==> config.mk <==
export PLATFORM = sky130hd
export DESIGN_NAME = dmer_error_ctrl
export DESIGN_NICKNAME = d
export VERILOG_FILES = /design/src/dmer_error_ctrl.v /design/src/dmer_queue_mon.v
export VERILOG_INCLUDE_DIRS = /design/src
export SDC_FILE = /design/constraint.sdc
export NUM_CORES = 1
export LEC_CHECK = 0
export BUFFER_PORTS_ARGS = -buffer_cell sky130_fd_sc_hd__buf_2
export CAP_MARGIN = 20
export CORE_MARGIN = 3
export CORE_UTILIZATION = 53
export DETAILED_ROUTE_END_ITERATION = 6
export GPL_ROUTABILITY_DRIVEN = 0
export PLACE_DENSITY_LB_ADDON = 0.1
export SLEW_MARGIN = 20
export SYNTH_ARGS = -nofsm -noshare
export SYNTH_HDL_FRONTEND = slang
export SYNTH_SLANG_ARGS = --single-unit
==> constraint.sdc <==
create_clock -name core_clk -period 2.61 [get_ports core_clk]
set_clock_uncertainty 0.1 [all_clocks]
set_input_delay 0.1305 -clock core_clk [delete_from_list [all_inputs] [get_ports core_clk]]
set_output_delay 0.1305 -clock core_clk [all_outputs]
set_load 0.02 [all_outputs]
==> src/dmer_map.vh <==
// Register map, field positions and constants of the DMA error flag block.
// Assumes a 32-bit APB slave with one aligned word per register.
`ifndef DMER_MAP_VH
`define DMER_MAP_VH

// Register byte addresses (APB, word aligned)
`define DMER_ADDR_QMISS_FLAGS 12'h000
`define DMER_ADDR_QMISS_CLEAR 12'h004
`define DMER_ADDR_CERR_FLAGS 12'h008
`define DMER_ADDR_CERR_CLEAR 12'h00C
`define DMER_ADDR_REEVAL 12'h010
`define DMER_ADDR_WMARK 12'h014
`define DMER_ADDR_Q0_STATUS 12'h018
`define DMER_ADDR_Q1_STATUS 12'h01C
`define DMER_ADDR_DMISS_LO 12'h020
`define DMER_ADDR_DMISS_HI 12'h024
`define DMER_ADDR_DMISS_CLR_LO 12'h028
`define DMER_ADDR_DMISS_CLR_HI 12'h02C
`define DMER_ADDR_IRQ_STATUS 12'h030
`define DMER_ADDR_IRQ_MASK 12'h034

// Field positions
`define DMER_QMISS_W 8
`define DMER_BIT_Q0_THR 0
`define DMER_BIT_Q1_THR 1
`define DMER_BIT_CODE_OVF 16
`define DMER_BIT_REEVAL 0
`define DMER_BIT_REEVAL_RSVD 1
`define DMER_CERR_MASK 32'h0001_0003
`define DMER_QMISS_MASK 32'h0000_00FF

// Queue status field layout: peak count [4:0], exceeded flag bit 8
`define DMER_CNT_W 5
`define DMER_QST_EXC_BIT 8

// Outstanding completion code counter width and limit
`define DMER_CODE_W 7
`define DMER_CODE_MAX 7'h3F

// Interrupt status bit positions
`define DMER_IRQ_W 3
`define DMER_IRQ_ERR 0
`define DMER_IRQ_CODE 1
`define DMER_IRQ_THR 2

// Reset values
`define DMER_ZERO32 32'h0000_0000
`define DMER_WMARK_RST 5'h10

`endif

==> src/dmer_error_ctrl.v <==
// Error flag and error interrupt logic of a DMA channel controller.
// Assumes an APB master on core_clk and event inputs synchronous to it.
// Summary of operation
// (RULE_01) Writing one to quick-miss clear bits 7-0 clears that missed flag.
// (RULE_02) No new error interrupt until all error flags clear, except re-evaluate.
// (RULE_03) Queue 0 or 1 depth at or above watermark sets its threshold flag.
// (RULE_04) More than 63 outstanding completion codes sets overflow flag bit 16.
// (RULE_05) A controller error flag setting from all-clear raises the interrupt.
// (RULE_06) Controller error flags are read-only and cleared only by clear register.
// (RULE_07) Writing one to a controller error clear bit clears that flag.
// (RULE_08) Clear bit 16 clears the completion code overflow flag.
// (RULE_09) Clear bit 1 clears queue 1 flag, peak count and exceeded field.
// (RULE_10) Clear bit 0 clears queue 0 flag, peak count and exceeded field.
// (RULE_11) Interrupt fires again only on transition from no flags to some.
// (RULE_12) Re-evaluate bit 0 written one re-fires interrupt if flags remain.
// (RULE_13) Software always writes zero to re-evaluate bit 1.
// (RULE_14) Second event before service, or null entry, sets quick-miss flag.
// (RULE_15) Re-evaluate pulses if direct, quick or controller errors remain.
// (RULE_16) Each interrupt firing is a one-clock pulse on the error output.
// (RULE_17) Reserved bits read zero and ignore writes; re-evaluate bit 1 is stored and reads back.
//
// Our own choices: the register addresses and the APB interface to the registers.
`timescale 1ns/10ps
`include "dmer_map.vh"

module dmer_error_ctrl (
    input wire core_clk,
    input wire reset,
    input wire psel,
    input wire penable,
    input wire pwrite,
    input wire [11:0] paddr,
    input wire [31:0] pwdata,
    output reg [31:0] prdata,
    output reg pready,
    output reg pslverr,
    input wire [7:0] quick_event,
    input wire [7:0] quick_pending,
    input wire [7:0] quick_null_entry,
    input wire [63:0] direct_miss_event,
    input wire completion_issue,
    input wire completion_return,
    input wire [4:0] queue0_depth,
    input wire [4:0] queue1_depth,
    output reg error_irq_pulse,
    output reg irq
);

    // Byte-address decode for the write strobes; the read mux decodes paddr itself
    function sel;
        input [11:0] a;
        input [11:0] target;
        begin
            sel = (a == target);
        end
    endfunction

    wire wr_access;
    wire rd_access;
    wire wr_qclr, wr_cclr, wr_reeval, wr_wmark, wr_dclr_lo, wr_dclr_hi, wr_istat, wr_imask;
    wire mapped;
    reg [7:0] quick_miss_flags_r;
    reg [2:0] cerr_r;
    reg [63:0] direct_miss_r;
    reg [`DMER_CODE_W-1:0] code_count_r;
    reg [`DMER_CNT_W-1:0] wmark_r;
    reg reeval_rsvd_r;
    reg any_err_d_r;
    reg [`DMER_IRQ_W-1:0] irq_status_r;
    reg [`DMER_IRQ_W-1:0] irq_mask_r;
    reg [31:0] rdata_nxt;
    wire [7:0] quick_set;
    wire q0_thr, q1_thr;
    wire [4:0] q0_peak, q1_peak;
    wire q0_exc, q1_exc;
    wire code_over;
    wire any_err;
    wire fire;
    wire [`DMER_IRQ_W-1:0] irq_events;
    wire q0_clr, q1_clr;

    // Access phase with one wait state: a write is taken in the first penable cycle, a read in the setup cycle
    assign wr_access = psel && penable && pwrite && !pready;
    assign rd_access = psel && !penable && !pwrite;
    assign wr_qclr = wr_access && sel(paddr, `DMER_ADDR_QMISS_CLEAR);
    assign wr_cclr = wr_access && sel(paddr, `DMER_ADDR_CERR_CLEAR);
    assign wr_reeval = wr_access && sel(paddr, `DMER_ADDR_REEVAL);
    assign wr_wmark = wr_access && sel(paddr, `DMER_ADDR_WMARK);
    assign wr_dclr_lo = wr_access && sel(paddr, `DMER_ADDR_DMISS_CLR_LO);
    assign wr_dclr_hi = wr_access && sel(paddr, `DMER_ADDR_DMISS_CLR_HI);
    assign wr_istat = wr_access && sel(paddr, `DMER_ADDR_IRQ_STATUS);
    assign wr_imask = wr_access && sel(paddr, `DMER_ADDR_IRQ_MASK);
    assign mapped = (paddr <= `DMER_ADDR_IRQ_MASK) && (paddr[1:0] == 2'b00);

    // Missed quick-channel event: new event while one pending, or null entry
    assign quick_set = (quick_event & quick_pending) | quick_null_entry; // RULE_14

    // Queue clear strobes also reset the status fields in each monitor
    assign q0_clr = wr_cclr && pwdata[`DMER_BIT_Q0_THR]; // RULE_10
    assign q1_clr = wr_cclr && pwdata[`DMER_BIT_Q1_THR]; // RULE_09

    dmer_queue_mon u_q0 (
        .core_clk(core_clk),
        .reset(reset),
        .queue_depth(queue0_depth),
        .queue_watermark_threshold(wmark_r),
        .clear_pulse(q0_clr),
        .queue_peak_count(q0_peak),
        .queue_threshold_exceeded(q0_exc),
        .thr_set_pulse(q0_thr)
    );

    dmer_queue_mon u_q1 (
        .core_clk(core_clk),
        .reset(reset),
        .queue_depth(queue1_depth),
        .queue_watermark_threshold(wmark_r),
        .clear_pulse(q1_clr),
        .queue_peak_count(q1_peak),
        .queue_threshold_exceeded(q1_exc),
        .thr_set_pulse(q1_thr)
    );

    // Outstanding completion codes beyond the limit flag an overflow
    assign code_over = (code_count_r > `DMER_CODE_MAX); // RULE_04

    // Counter saturates so a long burst cannot wrap back under the limit
    always @(posedge core_clk) begin
        if (reset) begin
            code_count_r <= {`DMER_CODE_W{1'b0}};
        end else if (completion_issue && !completion_return) begin
            if (code_count_r != {`DMER_CODE_W{1'b1}}) begin
                code_count_r <= code_count_r + 1'b1;
            end
        end else if (completion_return && !completion_issue) begin
            if (code_count_r != {`DMER_CODE_W{1'b0}}) begin
                code_count_r <= code_count_r - 1'b1;
            end
        end
    end

    // Quick-channel missed flags; a set arriving with a clear wins
    always @(posedge core_clk) begin
        if (reset) begin
            quick_miss_flags_r <= 8'h00;
        end else begin
            quick_miss_flags_r <= (quick_miss_flags_r
                & ~(wr_qclr ? pwdata[`DMER_QMISS_W-1:0] : 8'h00)) // RULE_01
                | quick_set; // RULE_14
        end
    end

    // Direct-channel missed flags, cleared through two write-one registers
    always @(posedge core_clk) begin
        if (reset) begin
            direct_miss_r <= {2{`DMER_ZERO32}};
        end else begin
            direct_miss_r <= (direct_miss_r
                & ~{(wr_dclr_hi ? pwdata : `DMER_ZERO32), (wr_dclr_lo ? pwdata : `DMER_ZERO32)})
                | direct_miss_event;
        end
    end

    // Controller error flags: bit0/1 queue thresholds, bit2 code overflow
    always @(posedge core_clk) begin
        if (reset) begin
            cerr_r <= 3'b000;
        end else begin
            cerr_r[0] <= (cerr_r[0] && !q0_clr) || q0_thr; // RULE_03 RULE_06 RULE_07
            cerr_r[1] <= (cerr_r[1] && !q1_clr) || q1_thr; // RULE_03 RULE_06 RULE_07
            cerr_r[2] <= (cerr_r[2] && !(wr_cclr && pwdata[`DMER_BIT_CODE_OVF]))
                || code_over; // RULE_04 RULE_08
        end
    end

    // Watermark and the reserved evaluate bit that software must keep zero
    always @(posedge core_clk) begin
        if (reset) begin
            wmark_r <= `DMER_WMARK_RST;
            reeval_rsvd_r <= 1'b0;
        end else begin
            if (wr_wmark) begin
                wmark_r <= pwdata[`DMER_CNT_W-1:0];
            end
            if (wr_reeval) begin
                reeval_rsvd_r <= pwdata[`DMER_BIT_REEVAL_RSVD]; // RULE_13
            end
        end
    end

    // Any error across direct, quick and controller registers
    assign any_err = (|direct_miss_r) || (|quick_miss_flags_r) || (|cerr_r);

    // Fire on the all-clear to some-set edge, or on re-evaluate with errors
    assign fire = (any_err && !any_err_d_r) // RULE_02 RULE_05 RULE_11
        || (wr_reeval && pwdata[`DMER_BIT_REEVAL] && any_err); // RULE_12 RULE_15

    always @(posedge core_clk) begin
        if (reset) begin
            any_err_d_r <= 1'b0;
            error_irq_pulse <= 1'b0;
        end else begin
            any_err_d_r <= any_err;
            error_irq_pulse <= fire; // RULE_16
        end
    end

    // Sticky status for the level interrupt; set beats write-one clear
    assign irq_events = {cerr_r[0] | cerr_r[1], cerr_r[2], fire};

    always @(posedge core_clk) begin
        if (reset) begin
            irq_status_r <= {`DMER_IRQ_W{1'b0}};
            irq_mask_r <= {`DMER_IRQ_W{1'b0}};
            irq <= 1'b0;
        end else begin
            irq_status_r <= (irq_status_r
                & ~(wr_istat ? pwdata[`DMER_IRQ_W-1:0] : {`DMER_IRQ_W{1'b0}})) | irq_events;
            if (wr_imask) begin
                irq_mask_r <= pwdata[`DMER_IRQ_W-1:0];
            end
            irq <= |(irq_status_r & irq_mask_r);
        end
    end

    // Read mux; write-only fields and reserved fields other than re-evaluate bit 1 read as zero
    always @* begin
        rdata_nxt = `DMER_ZERO32;
        case (paddr)
            `DMER_ADDR_QMISS_FLAGS: rdata_nxt[`DMER_QMISS_W-1:0] = quick_miss_flags_r; // RULE_17
            `DMER_ADDR_CERR_FLAGS: begin
                rdata_nxt[`DMER_BIT_Q0_THR] = cerr_r[0];
                rdata_nxt[`DMER_BIT_Q1_THR] = cerr_r[1];
                rdata_nxt[`DMER_BIT_CODE_OVF] = cerr_r[2]; // RULE_17
            end
            `DMER_ADDR_REEVAL: rdata_nxt[`DMER_BIT_REEVAL_RSVD] = reeval_rsvd_r;
            `DMER_ADDR_WMARK: rdata_nxt[`DMER_CNT_W-1:0] = wmark_r;
            `DMER_ADDR_Q0_STATUS: begin
                rdata_nxt[`DMER_CNT_W-1:0] = q0_peak;
                rdata_nxt[`DMER_QST_EXC_BIT] = q0_exc;
            end
            `DMER_ADDR_Q1_STATUS: begin
                rdata_nxt[`DMER_CNT_W-1:0] = q1_peak;
                rdata_nxt[`DMER_QST_EXC_BIT] = q1_exc;
            end
            `DMER_ADDR_DMISS_LO: rdata_nxt = direct_miss_r[31:0];
            `DMER_ADDR_DMISS_HI: rdata_nxt = direct_miss_r[63:32];
            `DMER_ADDR_IRQ_STATUS: rdata_nxt[`DMER_IRQ_W-1:0] = irq_status_r;
            `DMER_ADDR_IRQ_MASK: rdata_nxt[`DMER_IRQ_W-1:0] = irq_mask_r;
            default: rdata_nxt = `DMER_ZERO32;
        endcase
    end

    // APB answer: ready one cycle into the access phase, error if unmapped
    always @(posedge core_clk) begin
        if (reset) begin
            prdata <= `DMER_ZERO32;
            pready <= 1'b0;
            pslverr <= 1'b0;
        end else begin
            pready <= psel && penable && !pready;
            pslverr <= psel && penable && !pready && !mapped;
            if (rd_access) begin
                prdata <= rdata_nxt;
            end
        end
    end

endmodule

==> src/dmer_queue_mon.v <==
// Per-queue watermark monitor: peak count, exceeded flag and threshold event.
// Assumes the queue depth input is synchronous to core_clk.
`timescale 1ns/10ps
`include "dmer_map.vh"

module dmer_queue_mon (
    input wire core_clk,
    input wire reset,
    input wire [`DMER_CNT_W-1:0] queue_depth,
    input wire [`DMER_CNT_W-1:0] queue_watermark_threshold,
    input wire clear_pulse,
    output reg [`DMER_CNT_W-1:0] queue_peak_count,
    output reg queue_threshold_exceeded,
    output reg thr_set_pulse
);

    wire at_or_over;

    // Reaching the watermark counts as an error, not only passing it
    assign at_or_over = (queue_depth >= queue_watermark_threshold); // RULE_03

    // Status fields; a clear from software drops the peak to the current depth and the flag, a same-cycle hit re-sets
    always @(posedge core_clk) begin
        if (reset) begin
            queue_peak_count <= {`DMER_CNT_W{1'b0}};
            queue_threshold_exceeded <= 1'b0;
            thr_set_pulse <= 1'b0;
        end else begin
            thr_set_pulse <= at_or_over; // RULE_03
            if (clear_pulse) begin
                queue_peak_count <= queue_depth; // RULE_09 RULE_10
                queue_threshold_exceeded <= at_or_over;
            end else begin
                if (queue_depth > queue_peak_count) begin
                    queue_peak_count <= queue_depth;
                end
                if (at_or_over) begin
                    queue_threshold_exceeded <= 1'b1;
                end
            end
        end
    end

endmodule
; After elaboration in Yosys (flattened, before gate mapping)
; Index checks and enable logic that the tools add are counted.
[word_totals]
ff_bits = 145
inputBits = 149
out_inout_bits = 36
wordCells = 138
[op_classes]
addsub = 2
order_cmp = 6
eq_ne = 15
n_mux = 25
n_bitwise = 13
reduce_logical = 57
[op_table]
columns = cell, count
row1 = "12-bit by 6-bit == test with 1-bit output, second input constant", 6
row2 = 64-bit bitwise AND, 1
row3 = 32-bit 2-to-1 mux, 2
row4 = 64-bit NOT, 1
row5 = 64-bit OR, 1
row6 = 64-bit OR reduction, 1
row7 = "12-bit by 5-bit == test with 1-bit output, second input constant", 4
row8 = 15-bit one-hot mux with 2 select lines, 1
row9 = 7-bit 2-to-1 mux, 4
row10 = 1-bit logical AND, 27
row11 = "12-bit by 4-bit == test with 1-bit output, second input constant", 2
row12 = 5-bit 2-to-1 mux, 4
row13 = 8-bit bitwise AND, 2
row14 = 8-bit OR, 2
row15 = 7-bit one-hot mux with 2 select lines, 1
row16 = "12-bit by 3-bit == test with 1-bit output, second input constant", 1
row17 = "12-bit by 6-bit <= comparator with 1-bit output, second input constant", 1
row18 = 12-bit zero test, 1
row19 = 2-bit one-hot mux with 6 select lines, 1
row20 = 2-bit nonzero test, 6
row21 = 5-bit >= comparator, 2
row22 = 5-bit greater-than comparator, 2
row23 = 1-bit zero test, 10
row24 = 1-bit one-hot mux with 10 select lines, 1
row25 = 24 further kinds, 34

; Longest topological paths before layout
[depth]
word_depth = 8
mapped_depth = 9
ltp_nobuf = 9

; Modules after synthesis
; From an unflattened synthesis, not the netlist that was laid out.
[hier_totals]
cells_unflattened = 807
area_unflattened_um2 = 6700.2
[modules_own_cells]
columns = mod, instances, cells_each, area_each_um2, seq_area_each_um2
row1 = dmer_error_ctrl, 1, 699, 5746.8, 2622.5
row2 = dmer_queue_mon, 2, 54, 476.7, 140.1

; Worst setup path before layout
; No wires, ideal clock.
[synth_path]
kind = input -> register
from = input port completion_return
to = register code_count_r[6]
setup_ps = 121
t_arrival_ps = 2059
required_time_ps = 2389
setup_slack_ps = 330
cell_stages = 9
path_buffers = 0
path_cell_list = inv_1 > ha_1 > inv_1 > ha_1 > nor2b_1 > o31a_1 > or4_1 > nand4_1 > mux2_2
[synth_via]
elab_chain_len = 4
word_cells_on_any_way = 8
cone_classes = eq/ne (1) / mux (1) / reduce/logical (6)
[synth_lines]
columns = item, line_no
row1 = "start, declared", dmer_error_ctrl.v:42  ; input wire completion_return,
row2 = 1-bit zero test, dmer_error_ctrl.v:131  ; end else if (completion_issue && !completion_return) begin
row3 = 1-bit logical AND, dmer_error_ctrl.v:131
row4 = 2-bit by 1-bit inequality test with 1-bit output (no source line) or 2-bit nonzero test (tied branches), -
row5 = 3-bit AND reduction (no source line), -
row6 = "end signal, assigned", dmer_error_ctrl.v:130  ; code_count_r <= {`DMER_CODE_W{1'b0}};
row7 = "end signal, assigned", dmer_error_ctrl.v:133  ; code_count_r <= code_count_r + 1'b1;
row8 = "end signal, assigned", dmer_error_ctrl.v:137  ; code_count_r <= code_count_r - 1'b1;
row9 = "end, declared", dmer_error_ctrl.v:65  ; reg [`DMER_CODE_W-1:0] code_count_r;
; Parallel ways exist; a longest one is shown, timed or not.
; A chain may end at the register's enable or synchronous reset.

; Worst setup path in the final report
[layout_path]
from = register pready
to = register quick_miss_flags_r[5]
[layout_via]
elab_chain_len = 7
[layout_lines]
columns = item, line_no
row1 = "start, declared", dmer_error_ctrl.v:35  ; output reg pready,
row2 = "start signal, assigned", dmer_error_ctrl.v:261  ; pready <= psel && penable && !pready;
row3 = 1-bit zero test, dmer_error_ctrl.v:83  ; assign wr_access = psel && penable && pwrite && !pready;
row4 = 1-bit logical AND, dmer_error_ctrl.v:83
row5 = 1-bit logical AND, dmer_error_ctrl.v:85  ; assign wr_qclr = wr_access && sel(paddr, `DMER_ADDR_QMISS_CLEAR);
row6 = 8-bit 2-to-1 mux, dmer_error_ctrl.v:148  ; & ~(wr_qclr ? pwdata[`DMER_QMISS_W-1:0] : 8'h00))
row7 = 8-bit NOT, dmer_error_ctrl.v:148
row8 = 8-bit bitwise AND, dmer_error_ctrl.v:147  ; quick_miss_flags_r <= (quick_miss_flags_r
row9 = 8-bit OR, dmer_error_ctrl.v:147
row10 = "end signal, assigned", dmer_error_ctrl.v:147
row11 = "end, declared", dmer_error_ctrl.v:62  ; reg [7:0] quick_miss_flags_r;
; Every way passes these cells.

==> flow_results.xml <==
<?xml version="1.0" encoding="UTF-8"?>
<metrics>
  <group name="cts">
    <metric name="cts.htree.levels" unit="">4</metric>
    <metric name="inserted_clock_buffers" unit="">17</metric>
    <metric name="cts_hold_buffers" unit="">129</metric>
    <metric name="cts.repair_timing.setup_buffer_count" unit="">0</metric>
    <metric name="root_buffer" unit="">sky130_fd_sc_hd__clkbuf_16</metric>
    <metric name="cts-root-to-sink-buffers" unit="">2</metric>
    <metric name="cts_tree" unit="">built</metric>
    <metric name="total_of_cells_resized_after_clock_tree_synthesis" unit="">0</metric>
    <metric name="worst_setup_hold_path_clk_slew" unit="ns">0.06</metric>
    <metric name="clock-sinks" unit="">145</metric>
    <metric name="worst_skew_pair.late_latency" unit="ns">0.43</metric>
  </group>
  <group name="yosys">
    <metric name="synth-async-reset-ratio" unit="%">0</metric>
    <metric name="synthTopCellsByArea" unit="">sky130_fd_sc_hd__dfxtp_1 43%, sky130_fd_sc_hd__a21oi_1 7.7%, sky130_fd_sc_hd__nor2_1 6.7%, sky130_fd_sc_hd__nand3_1 6.7%, sky130_fd_sc_hd__ha_1 4.8%</metric>
    <metric name="syn-num-nets" unit="">1004</metric>
    <metric name="post_synth_instance_area" unit="um2">6808</metric>
    <metric name="share_of_the_synthesized_area_in_compound_gates_ao_oa_aoi_oai" unit="%">19.32</metric>
    <metric name="synth_fa_ha_area_share" unit="%">5.073</metric>
    <metric name="synth_seq_area_share" unit="%">42.64</metric>
    <metric name="mux_share_of_post_synthesis_cell_area" unit="%">4.264</metric>
    <metric name="synth.distinct_cells" unit="">56</metric>
    <metric name="yosys.area_share.xor_xnor" unit="%">0.5146</metric>
    <metric name="top_area_cell_type_share_of_the_netlist_area" unit="%">42.64</metric>
    <metric name="number_of_flops_mapped_to_enable_cells_by_yosys" unit="">0</metric>
    <metric name="ys_seq_elements" unit="">145</metric>
    <metric name="synth_most_common_cell" unit="">sky130_fd_sc_hd__dfxtp_1</metric>
    <metric name="dominant_combinational_cell_family_by_area_after_synthesis" unit="">simple AND/OR/NAND/NOR gates</metric>
    <metric name="synthCells" unit="">828</metric>
    <metric name="synth_ff_type" unit="">sky130_fd_sc_hd__dfxtp_1</metric>
    <metric name="synthesis.yosys.warnings" unit="">0</metric>
    <metric name="synth.cells.most_frequent" unit="">145 x sky130_fd_sc_hd__dfxtp_1, 122 x sky130_fd_sc_hd__nor2_1, 105 x sky130_fd_sc_hd__a21oi_1</metric>
    <metric name="synth_simple_gate_area_share" unit="%">23.19</metric>
    <metric name="synthesis.area_per_instance" unit="um2">8.222</metric>
    <metric name="yosysTopAreaCell" unit="">sky130_fd_sc_hd__dfxtp_1</metric>
  </group>
  <group name="power">
    <metric name="switching_share" unit="%">27.84</metric>
    <metric name="power.internal" unit="W">0.004645</metric>
    <metric name="pwr_density_cell" unit="nW/um2">657.4</metric>
    <metric name="sequential_power_share" unit="%">40.7</metric>
    <metric name="total_leakage_power" unit="nW">4.169</metric>
    <metric name="pwr-share-clk" unit="%">39.1</metric>
    <metric name="combinationalPowerShare" unit="%">20.3</metric>
    <metric name="reported_net_switching_power" unit="W">0.001792</metric>
    <metric name="ir_drop" unit="uV">782.7</metric>
  </group>
  <group name="floorplan">
    <metric name="floorplan.initialDensity" unit="%">55.52</metric>
    <metric name="fp.coreArea" unit="um2">12260</metric>
    <metric name="die_area" unit="um2">14240</metric>
    <metric name="die_h" unit="um">119.3</metric>
    <metric name="num_io_pins" unit="">185</metric>
    <metric name="die_x" unit="um">119.3</metric>
    <metric name="rows" unit="">40</metric>
  </group>
  <group name="timing">
    <metric name="achievable-frequency" unit="GHz">0.4095</metric>
    <metric name="worst_margin_slew" unit="ns">0.7763</metric>
    <metric name="setup_repair_after_global_routing_missed_its_margin" unit="">false</metric>
    <metric name="timing.max_slew.rel_slack" unit="%">48.00</metric>
    <metric name="period_share" unit="%">93.56</metric>
    <metric name="finalWorstPathRequiredPeriod" unit="ns">2.442</metric>
    <metric name="number_of_hold_violations_in_the_final_report" unit="">0</metric>
    <metric name="slew_viol_final" unit="">0</metric>
    <metric name="tns" unit="ns">0</metric>
    <metric name="final_critical_path_setup_slack" unit="ns">0.1682</metric>
    <metric name="final-setup-viol-count" unit="">0</metric>
  </group>
  <group name="routing">
    <metric name="dr_pass1_iterations" unit="">6</metric>
    <metric name="routed_via_count_divided_by_cell_count" unit="">5.940</metric>
    <metric name="post_route_drc" unit="">0</metric>
    <metric name="dr.first_iter.drc_count" unit="">817</metric>
    <metric name="dr_total_vias" unit="">7763</metric>
    <metric name="antenna_left" unit="">0</metric>
    <metric name="detail_route.wl_per_cell" unit="um">19.00</metric>
    <metric name="wl" unit="um">24830</metric>
  </group>
  <group name="hold_path">
    <metric name="hp-class" unit="">input port to register</metric>
  </group>
  <group name="setup_path">
    <metric name="crit_path_cell_trace" unit="">nand4b_1, nor3_1, buf_4, nand3_1, nand2_1, a21oi_1, dlygate4sd3_1</metric>
    <metric name="cp_data_required_time" unit="ns">2.82</metric>
    <metric name="slowest_stage" unit="">sky130_fd_sc_hd__dlygate4sd3_1</metric>
    <metric name="cp_data_arrival_time" unit="ns">2.65</metric>
    <metric name="crit_path_max_fanout" unit="">8</metric>
    <metric name="cp-start-kind" unit="">register</metric>
    <metric name="endpoint_kind" unit="">register</metric>
    <metric name="timing.setup.critical_path_class" unit="">register to register</metric>
    <metric name="cp_slowest_stage_delay" unit="ns">0.58</metric>
  </group>
  <group name="layout">
    <metric name="postLayoutCoreUtil" unit="%">79.86</metric>
    <metric name="final.fill_count" unit="">835</metric>
    <metric name="fin_nets" unit="">1300</metric>
    <metric name="final_layout_size_suffix_gt1_share" unit="%">22.16</metric>
    <metric name="areaGrowthSynthToFinish" unit="%">43.83</metric>
  </group>
  <group name="global_routing">
    <metric name="grt_pass1_vias" unit="">7609</metric>
    <metric name="antenna_violations_before_repair" unit="">0</metric>
    <metric name="grt_pass1_wl" unit="um">39260</metric>
    <metric name="globalRouteOverflowTotal" unit="">0</metric>
    <metric name="grt_start_max_net_pins" unit="">101</metric>
    <metric name="groute.usage.overall" unit="%">34.58</metric>
  </group>
  <group name="outcome">
    <metric name="status" unit="">finished, final reports clean</metric>
  </group>
  <group name="placed_design">
    <metric name="count_of_buffers_from_port_buffering" unit="">184</metric>
    <metric name="dp_worst_setup_slack" unit="ns">0.2263</metric>
    <metric name="detailedPlacementHpwl" unit="um">15080</metric>
  </group>
  <group name="run">
    <metric name="drv_cap" unit="">0</metric>
  </group>
</metrics>
==> stage by stage <==
stage / cells / total power (W) / instance area [um2] / hold WS [ns]
4_1_cts: 1305 / 0.006400 / 9787 / 0.07850
3_5_place_dp: 1144 / 0.003761 / 7888 / 0.2420
5_1_grt: 1305 / 0.006705 / 9787 / 0.1035
2_1_floorplan: 828 / 0.003377 / 6808 / 0.1479
6_report: 1307 / 0.006437 / 9792 / 0.1088
3_3_place_gp: 1144 / 0.003745 / 7888 / 0.2349
==> cell families after synthesis <==
family	count (synthesis)
buffers and inverters	75
adders and majority gates	27
xor gates and xnor gates	4
muxes	28
and+or+nand+nor	330
AOI/OAI and AO/OA	219
DFF	145
==> cell usage in the layout, fill, tap and decap left out, types with 5 or more instances in the layout <==
cell type                       instances
sky130_fd_sc_hd__clkbuf_16             17
sky130_fd_sc_hd__nand3_1               91
sky130_fd_sc_hd__mux2i_1               20
sky130_fd_sc_hd__nand2_1               47
sky130_fd_sc_hd__inv_1                 19
sky130_fd_sc_hd__nand4_1                9
sky130_fd_sc_hd__nor3_1                10
sky130_fd_sc_hd__a31oi_1                7
sky130_fd_sc_hd__nor4_1                20
sky130_fd_sc_hd__dlygate4sd3_1        129
sky130_fd_sc_hd__buf_2                184
sky130_fd_sc_hd__a21oi_1              105
sky130_fd_sc_hd__ha_1                  26
sky130_fd_sc_hd__buf_4                 16
sky130_fd_sc_hd__nor2b_1                6
sky130_fd_sc_hd__a22oi_1                5
sky130_fd_sc_hd__mux2_2                 8
sky130_fd_sc_hd__a221oi_1              26
sky130_fd_sc_hd__a21o_1                 5
sky130_fd_sc_hd__dfxtp_1              145
sky130_fd_sc_hd__nor2_1               122
sky130_fd_sc_hd__o21ai_0               40
==> flip-flops by register name (all words and copies together), names as in the netlist <==
| name | cells |
|---|---|
| direct_miss_r | 64 |
| prdata | 32 |
| quick_miss_flags_r | 8 |
| code_count_r | 7 |
| u_q0.queue_peak_count | 5 |
| u_q1.queue_peak_count | 5 |
| wmark_r | 5 |
| cerr_r | 3 |
| irq_mask_r | 3 |
| irq_status_r | 3 |
| any_err_d_r | 1 |
| error_irq_pulse | 1 |
| irq | 1 |
| pready | 1 |
| pslverr | 1 |
| reeval_rsvd_r | 1 |
| u_q0.queue_threshold_exceeded | 1 |
| u_q0.thr_set_pulse | 1 |
| u_q1.queue_threshold_exceeded | 1 |
| u_q1.thr_set_pulse | 1 |
==> cell type report <==
class | count | area, um2 | area share (%)
Timing Repair Buffer | 333 | 2412 | 24.64
Tap cell | 168 | 210.2 | 2.147
Clock inverter | 9 | 130.1 | 1.329
Inverter | 19 | 71.32 | 0.7283
Multi-Input combinational cell | 608 | 3582 | 36.58
Sequential cell | 145 | 2903 | 29.64
Clock buffer | 23 | 478.0 | 4.881
Antenna cell | 2 | 5.005 | 0.05111
==> layer usage <==
| metal | up-vias | routed length (um) | track usage, % |
|---|---|---|---|
| met5 | - | 0 | 0 |
| met4 | 0 | 836 | 14.46 |
| met3 | 85 | 2348 | 7.977 |
| met2 | 513 | 11680 | 55.63 |
| met1 | 3566 | 9965 | 44.71 |
| li1 | 3599 | - | - |
==> critical path: cells and delay by family (launching register included) <==
| family | cells | cell delay, ns |
|---|---|---|
| buffers and inverters | 2 | 0.80 |
| AND/OR/NAND/NOR | 4 | 1.03 |
| flip-flops | 1 | 0.32 |
| AO/OA/AOI/OAI | 1 | 0.08 |
==> power groups by stage <==
| stage | Sequential (W) | Combinational, W | Clock [W] |
|---|---|---|---|
| floorplan | 0.00262 | 0.000760 | 0 |
| global placement | 0.00265 | 0.00109 | 0 |
| detailed placement | 0.00265 | 0.00111 | 0 |
| CTS | 0.00261 | 0.00127 | 0.00252 |
| global route | 0.00265 | 0.00144 | 0.00262 |
| finish | 0.00262 | 0.00130 | 0.00251 |
==> worst paths after layout <==
check             cells past startpoint  slack (ns)                           from                               end
hold / removal                        5        0.11               completion_issue      code_count_r[1]$_SDFFE_PP0P_
setup reg to reg                      7        0.17              pready$_SDFF_PP0_  quick_miss_flags_r[5]$_SDFF_PP0_
hold reg to reg                       2        0.34  u_q0.thr_set_pulse$_SDFF_PP0_              cerr_r[0]$_SDFF_PP0_
setup / recovery                      7        0.17              pready$_SDFF_PP0_  quick_miss_flags_r[5]$_SDFF_PP0_
(Power assumes the default switching activity.)
